`src/por_pkg.sv`:
```
// Package with constants and types of the protection output routing block.
package por_pkg;
	// ----------------------------------------
	// Setting selectors
	// ----------------------------------------
	localparam int GROUP_COUNT = 10;
	localparam logic [3:0] SEL_RETENTION = 4'hA;
	localparam logic [3:0] SEL_REPLACE_TIMER = 4'hB;
	// ----------------------------------------
	// Reset values, masks and limits
	// ----------------------------------------
	localparam logic [3:0] START_GROUP_RESET = 4'hC;
	localparam logic [3:0] TRIP_GROUP_RESET = 4'h3;
	localparam logic [7:0] RETENTION_RESET = 8'h1F;
	localparam logic [7:0] RETENTION_USED_MASK = 8'h1F;
	localparam logic [9:0] REPLACE_TIMER_RESET = 10'h03C;
	localparam logic [9:0] REPLACE_TIMER_MAX = 10'h3E6;
	localparam logic [9:0] REPLACE_NEVER = 10'h3E7;
	// ----------------------------------------
	// Field positions
	// ----------------------------------------
	localparam int BIT_POWER_ONE = 0;
	localparam int BIT_POWER_TWO = 1;
	localparam int BIT_SIGNAL_ONE = 2;
	localparam int BIT_SIGNAL_TWO = 3;
	localparam int RET_INDICATIONS = 0;
	localparam int RET_START_COUNTERS = 1;
	localparam int RET_DISTURBANCE = 2;
	localparam int RET_EVENTS = 3;
	localparam int RET_MEASUREMENTS = 4;
	// ----------------------------------------
	// Timing
	// ----------------------------------------
	localparam longint CLOCK_HZ = 10000000;
	localparam longint MINUTE_S = 60;
	localparam longint MINUTE_CYCLES = MINUTE_S * CLOCK_HZ;
	// ----------------------------------------
	// Types
	// ----------------------------------------
	typedef struct packed {
		logic signal_output_two;
		logic signal_output_one;
		logic power_output_two;
		logic power_output_one;
	} por_contacts_t;
	typedef struct packed {
		logic valid;
		logic [2:0] stage;
	} por_indication_t;
endpackage : por_pkg

```
`src/por_routing.sv`:
```
// Output routing matrix, new trip indication timer and retention switches.
// Notes on behaviour
// - Stage start/trip signals switched onto four contacts.
// - Group checksum is sum of selected weights.
// - Start groups reset to checksum 12.
// - Trip groups reset to checksum 3.
// - First trip shown until replace timer expires.
// - Timer minutes up to 998, default 60.
// - Setting 999 blocks replacement until manual clear.
// - Timer touches only the display, not routing.
// - Switch 1 keeps indications over power loss.
// - Switch 2 keeps start counters, default 1.
// - Switch 3 keeps disturbance records, default 1.
// - Switch 4 keeps event codes, default 1.
// - Switch 5 keeps measurement data, default 1.
// - Switches independent; 6 to 8 unused; checksum 31.
`timescale 1ns/100ps
module por_routing #(
	parameter longint MINUTE_CYCLES = por_pkg::MINUTE_CYCLES
) (
	// Clock and reset
	input wire logic clock_i,
	input wire logic resetn_i,
	// Protection stage signals, order: low phase, high phase, low earth, high earth, discontinuity
	input wire logic [4:0] stage_start_i,
	input wire logic [4:0] stage_trip_i,
	// Settings port
	input wire logic setting_wr_i,
	input wire logic [3:0] setting_sel_i,
	input wire logic [9:0] setting_data_i,
	output logic [9:0] setting_rdata_o,
	// Indication control
	input wire logic indication_clear_i,
	input wire logic power_restore_i,
	// Output contacts
	output por_pkg::por_contacts_t contacts_o,
	// Display
	output por_pkg::por_indication_t indication_o,
	// Retention selections
	output logic [4:0] retain_o
);
	// ----------------------------------------
	// Settings
	// ----------------------------------------
	logic [3:0] group [por_pkg::GROUP_COUNT];
	logic [7:0] retention_select;
	logic [9:0] replace_setting;
	logic [9:0] sig;
	logic [3:0] term [por_pkg::GROUP_COUNT];
	por_pkg::por_contacts_t next_contacts;

	genvar g;
	generate
		for (g = 0; g < por_pkg::GROUP_COUNT; g++) begin : g_group
			// Bit k of a group carries weight 2**k, so the stored value is the checksum.
			always_ff @(posedge clock_i or negedge resetn_i) begin
				if (!resetn_i) begin
					group[g] <= (g % 2 == 0) ? por_pkg::START_GROUP_RESET
						: por_pkg::TRIP_GROUP_RESET;
				end else if (setting_wr_i && setting_sel_i == 4'(g)) begin
					group[g] <= setting_data_i[3:0];
				end
			end
			assign sig[g] = (g % 2 == 0) ? stage_start_i[g / 2] : stage_trip_i[g / 2];
			assign term[g] = {4{sig[g]}} & group[g];
		end
	endgenerate

	always_ff @(posedge clock_i or negedge resetn_i) begin
		if (!resetn_i) begin
			retention_select <= por_pkg::RETENTION_RESET;
		end else if (setting_wr_i && setting_sel_i == por_pkg::SEL_RETENTION) begin
			// Unused switches stay at zero whatever is written.
			retention_select <= setting_data_i[7:0] & por_pkg::RETENTION_USED_MASK;
		end
	end

	always_ff @(posedge clock_i or negedge resetn_i) begin
		if (!resetn_i) begin
			replace_setting <= por_pkg::REPLACE_TIMER_RESET;
		end else if (setting_wr_i && setting_sel_i == por_pkg::SEL_REPLACE_TIMER
			&& setting_data_i <= por_pkg::REPLACE_NEVER) begin
			replace_setting <= setting_data_i;
		end
	end

	always_ff @(posedge clock_i or negedge resetn_i) begin
		if (!resetn_i) begin
			setting_rdata_o <= 10'h000;
		end else if (setting_sel_i == por_pkg::SEL_RETENTION) begin
			setting_rdata_o <= {2'h0, retention_select};
		end else if (setting_sel_i == por_pkg::SEL_REPLACE_TIMER) begin
			setting_rdata_o <= replace_setting;
		end else if (setting_sel_i < 4'(por_pkg::GROUP_COUNT)) begin
			setting_rdata_o <= {6'h00, group[setting_sel_i]};
		end else begin
			setting_rdata_o <= 10'h000;
		end
	end

	// ----------------------------------------
	// Routing matrix
	// ----------------------------------------
	always_comb begin
		logic [3:0] acc;
		acc = 4'h0;
		for (int i = 0; i < por_pkg::GROUP_COUNT; i++) begin
			acc = acc | term[i];
		end
		next_contacts.power_output_one = acc[por_pkg::BIT_POWER_ONE];
		next_contacts.power_output_two = acc[por_pkg::BIT_POWER_TWO];
		next_contacts.signal_output_one = acc[por_pkg::BIT_SIGNAL_ONE];
		next_contacts.signal_output_two = acc[por_pkg::BIT_SIGNAL_TWO];
	end

	// The contacts depend on nothing but stage signals and groups.
	always_ff @(posedge clock_i or negedge resetn_i) begin
		if (!resetn_i) begin
			contacts_o <= '0;
		end else begin
			contacts_o <= next_contacts;
		end
	end

	// ----------------------------------------
	// New trip indication timer
	// ----------------------------------------
	logic [4:0] trip_prev;
	logic [4:0] trip_rise;
	logic [29:0] prescale;
	logic [9:0] elapsed;
	logic replace_ok;
	logic [2:0] first_rise;

	assign trip_rise = stage_trip_i & ~trip_prev;
	assign replace_ok = !indication_o.valid
		|| (replace_setting != por_pkg::REPLACE_NEVER && elapsed >= replace_setting);

	always_comb begin
		first_rise = 3'h0;
		for (int i = 4; i >= 0; i--) begin
			if (trip_rise[i]) begin
				first_rise = 3'(i);
			end
		end
	end

	always_ff @(posedge clock_i or negedge resetn_i) begin
		if (!resetn_i) begin
			trip_prev <= 5'h00;
		end else begin
			trip_prev <= stage_trip_i;
		end
	end

	// A clear loses only when a new trip arrives in the same cycle.
	always_ff @(posedge clock_i or negedge resetn_i) begin
		if (!resetn_i) begin
			indication_o <= '0;
		end else if (|trip_rise && (replace_ok || indication_clear_i)) begin
			indication_o <= {1'b1, first_rise};
		end else if (indication_clear_i
			|| (power_restore_i && !retention_select[por_pkg::RET_INDICATIONS])) begin
			indication_o <= '0;
		end
	end

	always_ff @(posedge clock_i or negedge resetn_i) begin
		if (!resetn_i) begin
			prescale <= 30'h00000000;
			elapsed <= 10'h000;
		end else if (|trip_rise && (replace_ok || indication_clear_i)) begin
			prescale <= 30'h00000000;
			elapsed <= 10'h000;
		end else if (prescale == 30'(MINUTE_CYCLES - 1)) begin
			prescale <= 30'h00000000;
			// Saturates so a long-standing indication never wraps back to blocked.
			if (elapsed != por_pkg::REPLACE_TIMER_MAX) begin
				elapsed <= elapsed + 10'h001;
			end
		end else begin
			prescale <= prescale + 30'h00000001;
		end
	end

	// ----------------------------------------
	// Retention outputs
	// ----------------------------------------
	always_ff @(posedge clock_i or negedge resetn_i) begin
		if (!resetn_i) begin
			retain_o <= por_pkg::RETENTION_RESET[4:0];
		end else begin
			retain_o[0] <= retention_select[por_pkg::RET_INDICATIONS];
			retain_o[1] <= retention_select[por_pkg::RET_START_COUNTERS];
			retain_o[2] <= retention_select[por_pkg::RET_DISTURBANCE];
			retain_o[3] <= retention_select[por_pkg::RET_EVENTS];
			retain_o[4] <= retention_select[por_pkg::RET_MEASUREMENTS];
		end
	end

	// ----------------------------------------
	// Assertions
	// ----------------------------------------
	property p_route_power;
		@(posedge clock_i) disable iff (!resetn_i)
		##1 contacts_o.power_output_one == $past(|(sig & {group[9][0], group[8][0],
			group[7][0], group[6][0], group[5][0], group[4][0], group[3][0],
			group[2][0], group[1][0], group[0][0]}));
	endproperty
	a_route_power: assert property (p_route_power) else $error("power one routing wrong");

	property p_route_signal;
		@(posedge clock_i) disable iff (!resetn_i)
		(stage_start_i[0] && group[0][3]) |=> contacts_o.signal_output_two;
	endproperty
	a_route_signal: assert property (p_route_signal) else $error("signal two routing wrong");

	property p_trip_power;
		@(posedge clock_i) disable iff (!resetn_i)
		(stage_trip_i[0] && group[1][1]) |=> contacts_o.power_output_two;
	endproperty
	a_trip_power: assert property (p_trip_power) else $error("trip route wrong");

	property p_start_signal;
		@(posedge clock_i) disable iff (!resetn_i)
		(stage_start_i[1] && group[2][2]) |=> contacts_o.signal_output_one;
	endproperty
	a_start_signal: assert property (p_start_signal) else $error("start route wrong");

	property p_no_route;
		@(posedge clock_i) disable iff (!resetn_i)
		(stage_start_i == 5'h00 && stage_trip_i == 5'h00) |=> contacts_o == '0;
	endproperty
	a_no_route: assert property (p_no_route) else $error("contact without source");

	property p_checksum_read;
		@(posedge clock_i) disable iff (!resetn_i)
		(setting_sel_i == 4'h1) |=> setting_rdata_o == {6'h00, $past(group[1])};
	endproperty
	a_checksum_read: assert property (p_checksum_read) else $error("checksum readback");

	property p_unused_zero;
		@(posedge clock_i) disable iff (!resetn_i)
		retention_select[7:5] == 3'h0;
	endproperty
	a_unused_zero: assert property (p_unused_zero) else $error("unused switch set");

	property p_hold_first;
		@(posedge clock_i) disable iff (!resetn_i)
		(indication_o.valid && !indication_clear_i && elapsed < replace_setting
			&& !power_restore_i) |=> $stable(indication_o);
	endproperty
	a_hold_first: assert property (p_hold_first) else $error("indication replaced early");

	property p_never;
		@(posedge clock_i) disable iff (!resetn_i)
		(indication_o.valid && replace_setting == por_pkg::REPLACE_NEVER
			&& !indication_clear_i && !power_restore_i) |=> $stable(indication_o);
	endproperty
	a_never: assert property (p_never) else $error("replaced despite 999");

	property p_setting_range;
		@(posedge clock_i) disable iff (!resetn_i)
		replace_setting <= por_pkg::REPLACE_NEVER;
	endproperty
	a_setting_range: assert property (p_setting_range) else $error("timer out of range");

	property p_retain;
		@(posedge clock_i) disable iff (!resetn_i)
		##1 retain_o == $past(retention_select[4:0]);
	endproperty
	a_retain: assert property (p_retain) else $error("retention output wrong");

	property p_power_clear;
		@(posedge clock_i) disable iff (!resetn_i)
		(power_restore_i && !retention_select[0] && trip_rise == 5'h00) |=> !indication_o.valid;
	endproperty
	a_power_clear: assert property (p_power_clear) else $error("indication not cleared");

	property p_clear;
		@(posedge clock_i) disable iff (!resetn_i)
		(indication_clear_i && trip_rise == 5'h00) |=> !indication_o.valid;
	endproperty
	a_clear: assert property (p_clear) else $error("manual clear ignored");

	property p_first_taken;
		@(posedge clock_i) disable iff (!resetn_i)
		(trip_rise != 5'h00 && !indication_o.valid) |=> indication_o.valid;
	endproperty
	a_first_taken: assert property (p_first_taken) else $error("first trip lost");

	property p_keep_records;
		@(posedge clock_i) disable iff (!resetn_i)
		##1 retain_o[2] == $past(retention_select[por_pkg::RET_DISTURBANCE]);
	endproperty
	a_keep_records: assert property (p_keep_records) else $error("record switch wrong");

	property p_keep_events;
		@(posedge clock_i) disable iff (!resetn_i)
		##1 retain_o[3] == $past(retention_select[por_pkg::RET_EVENTS]);
	endproperty
	a_keep_events: assert property (p_keep_events) else $error("event switch wrong");

	property p_keep_measures;
		@(posedge clock_i) disable iff (!resetn_i)
		##1 retain_o[4] == $past(retention_select[por_pkg::RET_MEASUREMENTS]);
	endproperty
	a_keep_measures: assert property (p_keep_measures) else $error("measure switch wrong");
endmodule : por_routing

```
`config.mk`:
```
export PLATFORM = sky130hd
export DESIGN_NAME = por_routing
export DESIGN_NICKNAME = d
export VERILOG_FILES = /design/src/por_pkg.sv /design/src/por_routing.sv
export SDC_FILE = /design/constraint.sdc
export NUM_CORES = 1
export LEC_CHECK = 0
export BUFFER_PORTS_ARGS = -buffer_cell sky130_fd_sc_hd__buf_2
export CORE_ASPECT_RATIO = 1.5
export CORE_MARGIN = 3
export CORE_UTILIZATION = 40
export DETAILED_ROUTE_END_ITERATION = 10
export PLACE_DENSITY = 0.56
export REMOVE_ABC_BUFFERS = 1
export SETUP_SLACK_MARGIN = 0.4
export SYNTH_ARGS = -nofsm -noshare
export SYNTH_HDL_FRONTEND = slang
export SYNTH_SLANG_ARGS = --single-unit
```
`constraint.sdc`:
```
create_clock -name clock_i -period 4.2 [get_ports clock_i]
set_input_delay 0.63 -clock clock_i [delete_from_list [all_inputs] [get_ports clock_i]]
set_output_delay 0.63 -clock clock_i [all_outputs]
set_load 0.005 [all_outputs]
```
== Word-level counts from Yosys, hierarchy flattened ==
Cells that the tools add are included.
Cells by class
  shift operators: 0
  muxes and demuxes: 18
  bitwise gates (word level): 22
  divide/modulo/power cells: 0
  multiply operators: 0
  reductions and logical operators: 27
  $add $sub $neg: 2
  equality and inequality tests: 14
  $lt $le $gt $ge: 4
Operators with widths (number)
  $mux 30: 2
  $mux 10: 5
  $and 4x4->4: 10
  $or 4x4->4: 9
  $add 30x1->30 const B: 1
  $eq 30x30->1 const B: 1
  $mux 4: 5
  $ne 10x10->1 const B: 2
  $bmux 4 s4: 1
  $eq 4x3->1 const B: 4
  $eq 4x4->1 const B: 4
  $logic_and 1x1->1: 16
  $mux 3: 5
  $add 10x1->10 const B: 1
  $ge 10x10->1: 1
  $le 10x10->1 const B: 1
  $eq 4x2->1 const B: 2
  $reduce_bool 2->1: 3
  $and 5x5->5: 1
  $ge 5x5->1 const B: 1
  $not 4->5: 1
  $not 5->5: 1
  $reduce_or 5->1: 1
  $eq 4x1->1 const B: 1
  other kinds (5): 8
Storage, ports and cells
  logic and storage cells: 110
  output and inout port bits: 23
  register bits after elaboration: 123
  bits of input ports: 29
  bits in writable memories: 0
  memories: 0
  bits in latches: 0
  ROM bits: 0

== Longest topological paths before layout ==
  word-level depth: 10
  gate-level depth with buffers: 9
  mapped depth without buffers: 8

== Least setup slack after synthesis ==
No wires, ideal clock.
  path type: register to register
  from: reg replace_setting[5]
  to: reg elapsed[2]
  stages on the path, launching flop included: 10
  path buffers: 1
  slack: 2.022 ns
  setup time: 0.134 ns
  period minus slack after synthesis: 2.178 ns
  arrival: 2.044 ns
  cell sequence: dfstp_2 inv_1 ha_1 nand3_1 a21oi_1 a21oi_1 and3_1 nor2_1 clkbuf_1 nor2_1
On the way
  cells in the longest elaborated chain, start to end: 7
  elaborated cells on any way between the ends: 10
  classes of those cells: order compare: 1; eq/ne: 1; mux: 1; reduce/logical: 7
Ends and longest elaborated chain
  from (decl): line por_routing.sv:47  | logic [9:0] replace_setting;
  from (signal assigned): line por_routing.sv:80  | replace_setting <= por_pkg::REPLACE_TIMER_RESET;
  from (signal assigned): line por_routing.sv:83  | replace_setting <= setting_data_i;
  $ge 10x10->1 / $ne 10x10->1 (equally long branches): line por_routing.sv:137  | || (replace_setting != por_pkg::REPLACE_NEVER && elapsed >= replace_setting);
  $logic_and 1x1->1 *: line por_routing.sv:137
  $logic_or 1x1->1 *: line por_routing.sv:137
  $logic_or 1x1->1 *: line por_routing.sv:172  | end else if (|trip_rise && (replace_ok || indication_clear_i)) begin
  $logic_and 1x1->1 *: line por_routing.sv:172
  $reduce_bool 2->1 (no source line)
  $reduce_and 2->1 (no source line)
  to (signal assigned): line por_routing.sv:179  | elapsed <= elapsed + 10'h001;
  to (decl): line por_routing.sv:131  | logic [9:0] elapsed;
Mark *: on every way between the ends. The rest lies on a longest branch, timed or not.
A chain may end at the register's enable or synchronous reset.

== Worst setup path after layout ==
  from: reg replace_setting[5]
  to: reg prescale[23]
On the way
  cells in the longest elaborated chain, start to end: 6
  elaborated cells on any way between the ends: 7
  classes of those cells: order compare: 1; eq/ne: 1; mux: 1; reduce/logical: 4
Ends and longest elaborated chain
  $ge 10x10->1 / $ne 10x10->1 (equally long branches): line por_routing.sv:137
  $logic_and 1x1->1 *: line por_routing.sv:137
  $logic_or 1x1->1 *: line por_routing.sv:137
  $logic_or 1x1->1 *: line por_routing.sv:172
  $logic_and 1x1->1 *: line por_routing.sv:172
  $mux 30 *: line por_routing.sv:172
  to (signal assigned): line por_routing.sv:182  | prescale <= prescale + 30'h00000001;
  to (decl): line por_routing.sv:130  | logic [29:0] prescale;
Marked as above.

==> metrics.md <==
| Metric | Value |
|---|---|
| Yosys reg bits | `123` |
| Slowest cell on crit path | `o21ai_2` |
| Initial core utilization | `0.409` |
| Syn Std Cell Area | `around 0.0060 mm^2` |
| Placed insts | `760` |
| F_max | `398 MHz` |
| Worst R2R Setup Slack | `1690 ps` |
| Via count | `around 4.2k` |
| Setup crit end kind | `flip-flop` |
| Core Rows | `54` |
| Share of layout cells above drive strength 1 | `0.308` |
| TritonRoute pass-1 iters | `5` |
| Unrepaired setup endpoints after global routing | `false` |
| CTS Buffer Depth | `2` |
| Worst Setup Start Kind | `flip-flop` |
| Mapped Cells | `527` |
| Gr usage total | `0.179` |
| Area of the die | `roughly 0.016 mm^2` |
| Largest net degree at the start of global routing | `76` |
| Final Hold Vio Count | `0` |
| Seq/Total Area, Yosys | `0.523` |
| Non-Filler Instances | `just under 800` |
| PwrDens | `489 mW/mm^2` |
| Min-delay worst type | `in2async` |
| Die X | `approximately 110 um` |
| Top-count cell post-synth | `dfrtp_1` |
| Most used DFF post-synth | `dfrtp_1` |
| Crit path top cell by count | `a21oi_1` |
| Wirelength per Cell | `17.6 um` |
| TNS Setup | `0 ps` |
| Mean Syn Cell Area | `11.3 um^2` |
| Share of the synthesized area in the top cell type | `0.373` |
| Gates resized, CTS repair | `0` |
| Clk Latency, worst-skew pair | `410 ps` |
| H-tree depth | `4` |
| Status | `completed` |
| Period Utilization, post-route | `0.598` |
| Largest cells by area after synthesis | `dfrtp_1 37%, dfstp_2 15%, mux2_2 8.5%` |
| Crit-path leading delay family | `compound AO/OA/AOI/OAI gates` |
| CTS tree | `built` |
| Inserted Clock Buffers | `17` |
| First-pass GRT wire length | `23.1 mm` |
| Count of final setup violators | `0` |
| Routed WL | `between 10 and 15 mm` |
| Number of max-cap violations | `0` |
| Chip height | `roughly 160 um` |
| Final min period | `between 2000 and 3000 ps` |
| Area leader, netlist | `dfrtp_1` |
| IO Pins | `52` |
| Drt drc | `0` |
| CORE AREA | `0.0146 mm^2` |
| Top post-synthesis cells by count | `89 x dfrtp_1, 60 x nor2_1, 45 x mux2_2` |
| Tightest Pin Transition | `1030 ps` |
| Yosys cell types | `49` |
| ANT nets after route | `0` |
| Hold buffer count at cts | `0` |
| CP Class | `reg2reg` |
| Vias in the first global route | `between 4k and 5k` |
| Design area | `~0.0070 mm^2` |
| Diodes inserted | `0` |
| Warnings, synthesis | `0` |
| Fillers | `1,377` |
| Post-layout nets | `between 600 and 700` |
| Area delta synth->final | `17.8%` |
| Post-CTS Setup Bufs | `0` |
| Crit Path Max Fanout | `26` |
| Crit-path max cell delay | `810 ps` |
| Max Slew Vio Count | `0` |
| Slew HR | `0.312` |
| Critical-path cell list | `inv_1, ha_1, nand3_1, a21oi_1, a21oi_1, and3_1, o21ai_2, nor2_1` |
| CP bufs+invs | `1` |
| Placer Congestion | `roughly 0.85` |
| Lkg Pwr | `3.03 nW` |
| Worst EP required | `approximately 4500 ps` |
| Drt via density | `5.31` |
| CTS clk-pin slew, worst paths | `approximately 60 ps` |
| Final HPWL DP | `10.1 mm` |
| Core Util, Final | `0.482` |
| CP arrival | `2760 ps` |
| Aggregate global routing overflow | `0` |
| DR iter-0 viols | `127` |
| IO buf count | `a little over 50` |
| Clock skew | `9.69 ps` |
| Max IR drop VDD | `259 uV` |
| Post-synth ARST share | `1.00` |
| CTS sink count | `123` |
| Root Driver | `clkbuf_16` |
| Placed cell area | `0.00644 mm^2` |
| Antenna violations before repair | `0` |
| Number of enable flip-flop cells after synthesis | `0` |
## cell families after synthesis
kind of cell               Yosys count  synth area share
xor gates and xnor gates            34            0.0499
buffers and inverters               31            0.0203
DFF                                123             0.523
and+or+nand+nor                    195             0.170
adders and majority gates           13            0.0273
muxes                               63             0.132
AOI/OAI and AO/OA                   68            0.0776
## final cells by class
class	count	area, um^2	area share
Clock buffer	19	443	0.0630
Multi-Input combinational cell	373	2730	0.388
Inverter	14	52.6	0.00748
Tap cell	196	245	0.0349
Sequential cell	123	3120	0.444
Clock inverter	12	149	0.0212
Timing Repair Buffer	54	293	0.0417
## power breakdown
group          switching (mW)  internal, mW
Sequential              0.124          1.41
Combinational           0.221         0.228
Clock                   0.517         0.940
## state kept, by name (all words and copies together), names as in the netlist
signal / flops
contacts_o: 4
elapsed: 10
group: 40
indication_o: 4
prescale: 30
replace_setting: 10
retain_o: 5
retention_select: 5
setting_rdata_o: 10
trip_prev: 5
## metrics by stage
step | power [mW] | hold slack [ps] | worst slack [ps]
after floorplan | 1.79 | 334 | 1930
after global placement | 1.98 | 365 | 1740
after detailed placement | 2.00 | 365 | 1660
after CTS | 3.48 | 373 | 1650
after global routing | 3.60 | 379 | 1390
final | 3.44 | 364 | 1690
## worst paths after layout
check / start / to / depth (start not counted)
setup / recovery: replace_setting[5] / prescale[23] / 8
hold / removal: resetn_i / group[13] / 1
setup reg to reg: replace_setting[5] / prescale[23] / 8
hold reg to reg: retention_select[2] / retain_o[2] / 0
max in group asynchronous: resetn_i / group[31] / 2
min in group clock_i: retention_select[2] / retain_o[2] / 0
## cells in the final DEF, fill, tap and decap left out, types with 5 or more instances in the layout
| master | instances |
|---|---|
| dfrtp_1 | 89 |
| nor2_1 | 60 |
| buf_2 | 50 |
| mux2_2 | 45 |
| nand2_1 | 40 |
| dfstp_2 | 34 |
| nand3_1 | 22 |
| xor2_1 | 21 |
| nand4_1 | 18 |
| o21ai_0 | 17 |
| clkbuf_16 | 17 |
| inv_1 | 14 |
| a21oi_1 | 13 |
| xnor2_1 | 13 |
| a22oi_1 | 13 |
| ha_1 | 13 |
| mux2i_1 | 10 |
| mux4_2 | 8 |
| nor2b_1 | 7 |
| and3_1 | 6 |
| nand2b_1 | 6 |
| and4_1 | 5 |
| and2_1 | 5 |
| o22a_1 | 5 |
## worst register-to-register path: stages (launching register included)
cell and delay [ps]:
dfstp_2 540, inv_1 50, ha_1 310, nand3_1 90
a21oi_1 150, a21oi_1 70, and3_1 200, o21ai_2 810
nor2_1 150
## layer usage
| layer | global-route usage | part of all wire |
|---|---|---|
| met5 | 0 | 0 |
| met4 | 0.0735 | 0.029 |
| met3 | 0.0460 | 0.044 |
| met2 | 0.312 | 0.52 |
| met1 | 0.210 | 0.41 |
Note: power is estimated with default switching activity, not from simulation.
